--- src/include/qbsp_pkg.sv ---
package qbsp_pkg;
   // ===========================================
   // geometry
   localparam int QBSP_WORD_W = 18;
   localparam int QBSP_ADDR_W = 6;
   localparam int QBSP_SEL_W = QBSP_WORD_W / 9;
   localparam int QBSP_DEPTH = 1 << QBSP_ADDR_W;
   localparam int QBSP_BURST = 2;
   localparam int QBSP_FIFO_DEPTH = 8;
   localparam int QBSP_FIFO_AW = 3;
   // ===========================================
   // latency, in half link cycles after the read capture edge
   localparam logic [1:0] QBSP_LAT_DLL_ON = 2'h3;
   localparam logic [1:0] QBSP_LAT_DLL_OFF = 2'h2;
   // ===========================================
   // host link clock divider: half period in clk_sys cycles
   localparam logic [1:0] QBSP_DIV_HALF = 2'h2;
   // ===========================================
   // reset values
   localparam logic [QBSP_SEL_W-1:0] QBSP_SEL_NONE = '1;
   typedef enum logic [1:0] {QBSP_OP_IDLE, QBSP_OP_READ, QBSP_OP_WRITE} qbsp_op_t;
endpackage

--- src/include/qbsp_if.sv ---
`timescale 1ns/1ns
`default_nettype none
interface qbsp_if;
   import qbsp_pkg::*;
   logic link_clk;
   logic link_clk_n;
   logic [QBSP_ADDR_W-1:0] addr;
   logic read_port_select_n;
   logic write_port_select_n;
   logic [QBSP_WORD_W-1:0] wdata;
   logic [QBSP_SEL_W-1:0] byte_write_select_n;
   logic dll_disable_input_n;
   logic [QBSP_WORD_W-1:0] rdata;
   logic echo_clock_out;
   logic echo_clock_out_n;
   modport dev (input link_clk, link_clk_n, addr, read_port_select_n, write_port_select_n,
      wdata, byte_write_select_n, dll_disable_input_n,
      output rdata, echo_clock_out, echo_clock_out_n);
   modport ctl (output link_clk, link_clk_n, addr, read_port_select_n, write_port_select_n,
      wdata, byte_write_select_n, dll_disable_input_n,
      input rdata, echo_clock_out, echo_clock_out_n);
endinterface
`default_nettype wire

--- src/verilog/qbsp_fifo.sv ---
`timescale 1ns/1ns
`default_nettype none
module qbsp_fifo #(
   parameter int WIDTH = 8,
   parameter int DEPTH = 8,
   parameter int AW = 3
) (
   input wire logic clk_sys,
   input wire logic nrst,
   input wire logic in_valid,
   output logic in_ready,
   input wire logic [WIDTH-1:0] in_data,
   output logic out_valid,
   input wire logic out_ready,
   output logic [WIDTH-1:0] out_data
);
   typedef struct packed {
      logic [AW:0] wp;
      logic [AW:0] rp;
   } qbsp_fifo_st_t;
   qbsp_fifo_st_t st, next_st;
   logic [WIDTH-1:0] mem [DEPTH];
   logic push, pop;
   always_comb
   begin
      in_ready = (st.wp - st.rp) != (AW+1)'(DEPTH);
      out_valid = st.wp != st.rp;
      out_data = mem[st.rp[AW-1:0]];
      push = in_valid && in_ready;
      pop = out_valid && out_ready;
      next_st = st;
      if (push)
      begin
         next_st.wp = st.wp + 1'b1;
      end
      if (pop)
      begin
         next_st.rp = st.rp + 1'b1;
      end
   end
   always_ff @(posedge clk_sys)
   begin
      if (!nrst)
      begin
         st <= '0;
      end
      else
      begin
         st <= next_st;
      end
      if (push)
      begin
         mem[st.wp[AW-1:0]] <= in_data;
      end
   end
endmodule
`default_nettype wire

--- src/verilog/qbsp_ctl.sv ---
`timescale 1ns/1ns
`default_nettype none
module qbsp_ctl
   import qbsp_pkg::*;
(
   qbsp_if.ctl link,
   input wire logic clk_sys,
   input wire logic nrst,
   input wire logic dll_enable,
   input wire logic req_valid,
   output logic req_ready,
   input wire logic req_write,
   input wire logic [QBSP_ADDR_W-1:0] req_addr,
   input wire logic [2*QBSP_WORD_W-1:0] req_wdata,
   input wire logic [2*QBSP_SEL_W-1:0] req_be_n,
   output logic rsp_valid,
   output logic [2*QBSP_WORD_W-1:0] rsp_data
);
   localparam int CW = 1 + QBSP_ADDR_W + 2*QBSP_WORD_W + 2*QBSP_SEL_W;
   typedef struct packed {
      logic [1:0] div;
      logic lclk;
      qbsp_op_t op;
      logic [QBSP_ADDR_W-1:0] addr;
      logic [2*QBSP_WORD_W-1:0] wd;
      logic [2*QBSP_SEL_W-1:0] be_n;
      logic [2:0] wait_cnt;
      logic [QBSP_WORD_W-1:0] r0;
      logic rsp_valid;
      logic [2*QBSP_WORD_W-1:0] rsp_data;
      logic dll;
      logic run;
   } qbsp_ctl_st_t;
   qbsp_ctl_st_t s, next_s;
   logic f_valid, f_pop;
   logic [CW-1:0] f_data;
   // ===========================================
   // command queue; pops only when the link is idle, so back-pressure reaches req_ready
   qbsp_fifo #(.WIDTH(CW), .DEPTH(QBSP_FIFO_DEPTH), .AW(QBSP_FIFO_AW)) u_fifo (
      .clk_sys(clk_sys),
      .nrst(nrst),
      .in_valid(req_valid),
      .in_ready(req_ready),
      .in_data({req_write, req_addr, req_wdata, req_be_n}),
      .out_valid(f_valid),
      .out_ready(f_pop),
      .out_data(f_data)
   );
   // ===========================================
   // link clock made by divider; link signals change only at the clk_sys edge
   // midway through a link half period, never on a link clock edge, so the
   // device always samples settled values; read data is taken mid half too
   logic mid;
   always_comb
   begin
      next_s = s;
      next_s.rsp_valid = 1'b0;
      next_s.run = 1'b1;
      mid = 1'b0;
      f_pop = 1'b0;
      next_s.div = s.div + 2'h1;
      if (s.div == QBSP_DIV_HALF - 2'h1)
      begin
         next_s.div = '0;
         next_s.lclk = !s.lclk;
      end
      else if (s.div == 2'h0)
      begin
         mid = 1'b1;
      end
      if (mid && s.lclk)
      begin
         // RULE18: word1 presented before the complement rise
         next_s.wd = {s.wd[QBSP_WORD_W-1:0], s.wd[2*QBSP_WORD_W-1:QBSP_WORD_W]};
         next_s.be_n = {s.be_n[QBSP_SEL_W-1:0], s.be_n[2*QBSP_SEL_W-1:QBSP_SEL_W]};
         if (s.op == QBSP_OP_READ)
         begin
            next_s.op = QBSP_OP_IDLE;
         end
      end
      if (mid && s.wait_cnt != 3'h0)
      begin
         next_s.wait_cnt = s.wait_cnt - 3'h1;
         if (s.wait_cnt == 3'h2)
         begin
            next_s.r0 = link.rdata;
         end
         if (s.wait_cnt == 3'h1)
         begin
            next_s.rsp_valid = 1'b1;
            next_s.rsp_data = {link.rdata, s.r0};
         end
      end
      else if (mid && !s.lclk)
      begin
         next_s.op = QBSP_OP_IDLE;
         if (f_valid)
         begin
            f_pop = 1'b1;
            next_s.op = f_data[CW-1] ? QBSP_OP_WRITE : QBSP_OP_READ;
            next_s.addr = f_data[CW-2 -: QBSP_ADDR_W];
            next_s.wd = f_data[2*QBSP_SEL_W +: 2*QBSP_WORD_W];
            next_s.be_n = f_data[2*QBSP_SEL_W-1:0];
            // mid points until word1 stands: latency in half cycles plus two
            next_s.wait_cnt = f_data[CW-1] ? 3'h0 :
               {1'b0, (s.dll ? QBSP_LAT_DLL_ON : QBSP_LAT_DLL_OFF)} + 3'h2;
         end
      end
   end
   always_ff @(posedge clk_sys)
   begin
      if (!nrst)
      begin
         s <= '0;
         s.be_n <= '1;
         s.dll <= dll_enable; // RULE19
      end
      else
      begin
         s <= next_s;
      end
   end
   always_comb
   begin
      // in reset the link clock follows inverted clk_sys so the device's
      // synchronous reset sees edges; the hand-over at run is glitch free
      link.link_clk = s.run ? s.lclk : !clk_sys;
      link.link_clk_n = s.run ? !s.lclk : clk_sys;
      link.addr = s.addr; // RULE12
      link.read_port_select_n = !(s.op == QBSP_OP_READ); // RULE13 RULE17 RULE1
      link.write_port_select_n = !(s.op == QBSP_OP_WRITE); // RULE2
      link.wdata = s.wd[QBSP_WORD_W-1:0]; // RULE4
      link.byte_write_select_n = s.be_n[QBSP_SEL_W-1:0];
      link.dll_disable_input_n = s.dll; // RULE19
      rsp_valid = s.rsp_valid;
      rsp_data = s.rsp_data;
   end
endmodule
`default_nettype wire

--- src/flat_wrapper.sv ---
// flat-port wrapper written by rule: the top's interface ports become plain ports
module qbsp_ctl_flat import qbsp_pkg::*;
  (clk_sys, nrst, dll_enable, req_valid, req_ready, req_write, req_addr, req_wdata, req_be_n, rsp_valid, rsp_data, link_link_clk, link_link_clk_n, link_addr, link_read_port_select_n, link_write_port_select_n, link_wdata, link_byte_write_select_n, link_dll_disable_input_n, link_rdata, link_echo_clock_out, link_echo_clock_out_n);
  qbsp_if link_i ();
  input wire logic clk_sys;
  input wire logic nrst;
  input wire logic dll_enable;
  input wire logic req_valid;
  output logic req_ready;
  input wire logic req_write;
  input wire logic [QBSP_ADDR_W-1:0] req_addr;
  input wire logic [2*QBSP_WORD_W-1:0] req_wdata;
  input wire logic [2*QBSP_SEL_W-1:0] req_be_n;
  output logic rsp_valid;
  output logic [2*QBSP_WORD_W-1:0] rsp_data;
  output wire logic [$bits(link_i.link_clk)-1:0] link_link_clk;
  output wire logic [$bits(link_i.link_clk_n)-1:0] link_link_clk_n;
  output wire logic [$bits(link_i.addr)-1:0] link_addr;
  output wire logic [$bits(link_i.read_port_select_n)-1:0] link_read_port_select_n;
  output wire logic [$bits(link_i.write_port_select_n)-1:0] link_write_port_select_n;
  output wire logic [$bits(link_i.wdata)-1:0] link_wdata;
  output wire logic [$bits(link_i.byte_write_select_n)-1:0] link_byte_write_select_n;
  output wire logic [$bits(link_i.dll_disable_input_n)-1:0] link_dll_disable_input_n;
  input wire logic [$bits(link_i.rdata)-1:0] link_rdata;
  input wire logic [$bits(link_i.echo_clock_out)-1:0] link_echo_clock_out;
  input wire logic [$bits(link_i.echo_clock_out_n)-1:0] link_echo_clock_out_n;
  assign link_link_clk = link_i.link_clk;
  assign link_link_clk_n = link_i.link_clk_n;
  assign link_addr = link_i.addr;
  assign link_read_port_select_n = link_i.read_port_select_n;
  assign link_write_port_select_n = link_i.write_port_select_n;
  assign link_wdata = link_i.wdata;
  assign link_byte_write_select_n = link_i.byte_write_select_n;
  assign link_dll_disable_input_n = link_i.dll_disable_input_n;
  assign link_i.rdata = link_rdata;
  assign link_i.echo_clock_out = link_echo_clock_out;
  assign link_i.echo_clock_out_n = link_echo_clock_out_n;
  qbsp_ctl u_core (.link(link_i), .clk_sys(clk_sys), .nrst(nrst), .dll_enable(dll_enable), .req_valid(req_valid), .req_ready(req_ready), .req_write(req_write), .req_addr(req_addr), .req_wdata(req_wdata), .req_be_n(req_be_n), .rsp_valid(rsp_valid), .rsp_data(rsp_data));
endmodule
--- config.mk ---
export PLATFORM = sky130hd
export DESIGN_NAME = qbsp_ctl_flat
export DESIGN_NICKNAME = d
export VERILOG_FILES = /design/src/include/qbsp_pkg.sv /design/src/include/qbsp_if.sv /design/src/verilog/qbsp_fifo.sv /design/src/verilog/qbsp_ctl.sv /design/src/flat_wrapper.sv
export SDC_FILE = /design/constraint.sdc
export NUM_CORES = 1
export LEC_CHECK = 0
export BUFFER_PORTS_ARGS = -buffer_cell sky130_fd_sc_hd__clkbuf_2
export CORE_ASPECT_RATIO = 0.9
export CORE_MARGIN = 3
export CORE_UTILIZATION = 64
export CTS_BUF_LIST = sky130_fd_sc_hd__clkbuf_16
export CTS_CLUSTER_SIZE = 12
export DETAILED_ROUTE_END_ITERATION = 12
export HOLD_SLACK_MARGIN = 0.03
export PLACE_DENSITY = 0.9
export SETUP_SLACK_MARGIN = 0.02
export SLEW_MARGIN = 20
export SYNTH_ARGS = -nofsm -noshare
export SYNTH_HDL_FRONTEND = slang
export SYNTH_SLANG_ARGS = --single-unit
--- constraint.sdc ---
create_clock -name clk_sys -period 9.7 [get_ports clk_sys]
set_input_delay 0 -clock clk_sys [delete_from_list [all_inputs] [get_ports clk_sys]]
set_output_delay 0 -clock clk_sys [all_outputs]
set_load 0.05 [all_outputs]
==> impl_metrics.py <==
metrics = {
    "run_status": {
        "status": "complete, no violations",
    },
    "grt": {
        "track_usage": 0.275,
        "grt_max_degree": 79,
        "grt_pass1_wl_mm": 67.0,
        "grt_pass1_vias": 11700,
        "grt.overflow.total": 0,
        "antenna_found_initial": 2,
    },
    "sta": {
        "hold_ws_ns": 0.176,
        "rsz0062_at_grt": "false",
        "maxSlewViolCount": 0,
        "worst_pin_slew_ns": 1.09,
        "fin_skew_ns": 0.0237,
        "setup_viol": 0,
        "fin_ws_ns": 2.65,
        "tns_ns": 0,
        "hold_viol_final": 0,
        "slew_headroom": 0.274,
    },
    "logic_synthesis": {
        "synth_area_leaders": "edfxtp_1 58%, dfxtp_1 12%, mux4_2 11%",
        "synthesis.area_mm2": 0.0194,
        "synth_edf_count": 377,
        "synth.top_cell.area_share": 0.582,
        "synthFlopType": "edfxtp_1",
        "async_flop_share": 0,
        "ys.warnings.count": 0,
        "synth_seq_area_share": 0.707,
        "yosysUniqueCellTypes": 39,
        "synth.ff_latch_count": 498,
        "synth_nets": 1255,
        "synthCells": 1173,
        "yosysTopAreaCell": "edfxtp_1",
        "synth.avg_cell_area_um2": 16.6,
    },
    "power": {
        "peakVddDrop_mv": 0.256,
        "p_leak_nw": 7.74,
        "p_per_area_mw_per_mm2": 270,
    },
    "drt": {
        "vias": 11100,
        "wl_mm": 44.1,
        "drcViolationCount": 0,
        "firstDrtPassIters": 5,
        "ant_nets": 0,
        "vias_per_cell": 6.26,
        "wl_per_cell_um": 24.9,
        "drt-initial-drc-count": 1072,
    },
    "die": {
        "die_x_um": 190,
        "io_pins": 140,
        "floorplan.initialDensity": 0.662,
        "fp.dieH_um": 171,
        "core_area_mm2": 0.0294,
        "dieArea_mm2": 0.0325,
        "rows": 59,
    },
    "worst_hold_path": {
        "holdPathStages": 2,
        "holdPathEnd": "u_core.link.dll_disable_input_n",
        "min_from": "dll_enable",
        "hold_path_class": "input port to flop",
    },
    "place": {
        "gpl.final_weighted_congestion": 0.756,
        "dp_hpwl_mm": 21.4,
        "portBuffers": 137,
        "dp_cells": 1597,
        "preCtsSetupSlack_ns": 4.43,
    },
    "worst_setup_path": {
        "rrSetupSlack_ns": 6.29,
        "r2r_end": "u_core.u_fifo.mem[3][39]",
        "critPathMaxFanout": 12,
        "critPathLaunchType": "clock port",
        "r2r_cells": 8,
        "cp_data_required_time_ns": 9.70,
        "critPathKind": "clock port to primary output",
        "r2r_start": "u_core.u_fifo.st[4]",
        "endpoint_kind": "primary output",
        "arrival_ns": 7.05,
    },
    "clocking": {
        "cts_resized": 0,
        "clk_pin_slew_ns": 0.06,
        "cts_tree": "done",
        "clk_latency_ns": 0.58,
    },
    "final_layout": {
        "syn_to_final_growth_pct": 16.2,
        "fill_cells": 1544,
        "regArea_mm2": 0.0138,
        "final_cells": 1768,
        "layout_common_cells": "377 x edfxtp_1, 137 x clkbuf_2, 124 x nand2_1, 118 x dfxtp_1, 105 x a21oi_1",
        "drive_above_1_share": 0.275,
        "nets": 1413,
        "multi_input_area_mm2": 0.00491,
        "final_common_cell": "edfxtp_1",
    },
    "run": {
        "cap_violations": 0,
    },
}
[registers in the layout, summed over array words and instances (netlist names), named ones only]
name,count
u_core.rsp_data,36
u_core.u_fifo.mem,376
u_core.link.wdata,18
u_core.u_fifo.st,8
u_core.link.dll_disable_input_n,1
u_core.link.byte_write_select_n,2
u_core.link.addr,6
u_core.s,47
u_core.rsp_valid,1
[cells in the mapped netlist (11+ instances only)]
library cell and number:
a21oi_1 105, buf_2 20, buf_4 74, clkbuf_1 30, dfxtp_1 121, edfxtp_1 377, ha_1 11, inv_1 13
mux2_2 36, mux2i_1 47, mux4_2 94, nand2_1 126, nor2_1 14, o21ai_0 44
[area by class of cell]
cell class | instances | area share
multi-input combinational | 533 | 0.217
antenna | 1 | 0.000111
clock inverter | 43 | 0.0146
clock buffer | 63 | 0.0681
sequential | 498 | 0.609
inverter | 12 | 0.00200
timing repair buffer | 222 | 0.0666
tap | 396 | 0.0219
[power breakdown]
group,switching [W],internal [W]
combinational,0.000806,0.000503
clock,0.000845,0.00120
sequential,0.000177,0.00256
[how the worst max path moves through the flow]
stage / start / end / slack (ns) / depth (start not counted)
after floorplan: u_core.u_fifo.st[2] / u_core.u_fifo.mem[1][0] / 3.19 / 8
after global placement: clk_sys / link_link_clk / 4.43 / 4
after detailed placement: clk_sys / link_link_clk / 4.43 / 4
after CTS: clk_sys / link_link_clk / 2.64 / 15
after global routing: clk_sys / link_link_clk / 2.59 / 15
final: clk_sys / link_link_clk / 2.65 / 15
[per-layer routing]
metal	wire [um]	part of all wire	global-route usage	vias to the layer above
met1	16300	0.37	0.350	5519
met3	3900	0.088	0.0591	109
li1	-	-	-	4741
met5	23	0.00052	0	-
met2	22600	0.51	0.472	692
met4	1170	0.027	0.110	4
[critical path, stage by stage]
cell,delay [ns]
clkbuf_16,0.15
clkbuf_16,0.22
clkbuf_16,0.19
clkbuf_16,0.14
clkbuf_16,0.13
clkbuf_16,0.13
clkbuf_16,0.13
clkbuf_16,0.13
inv_1,0.04
mux2i_1,0.15
clkbuf_16,0.22
clkbuf_16,0.13
clkbuf_16,0.13
inv_1,0.04
clkbuf_2,0.27
[what timing repair did]
item	in CTS	in global routing
hold buffers	68	0
endpoints found under the hold margin	416	0
setup buffers	0	0
[per-stage QoR]
step           cell area (um2)  total power (W)  utilization
2_1_floorplan            19400          0.00380            -
3_3_place_gp             20000          0.00396        0.682
3_5_place_dp             20000          0.00403        0.682
4_1_cts                  22600          0.00609        0.768
5_1_grt                  22600          0.00630        0.768
6_report                 22600          0.00609        0.768
[cell families (layout without fill, tap and decap cells)]
group | count (synthesis) | in the layout | synth area share
compound gates | 164 | 164 | 0.0446
xor+xnor | 7 | 7 | 0.00315
fa+ha+maj | 11 | 11 | 0.00708
buf+inv | 142 | 340 | 0.0442
flops | 498 | 498 | 0.707
mux | 178 | 178 | 0.155
other cells | 0 | 1 | 0
simple gates | 173 | 173 | 0.0388
No activity file was read; power rests on OpenSTA's default activity.
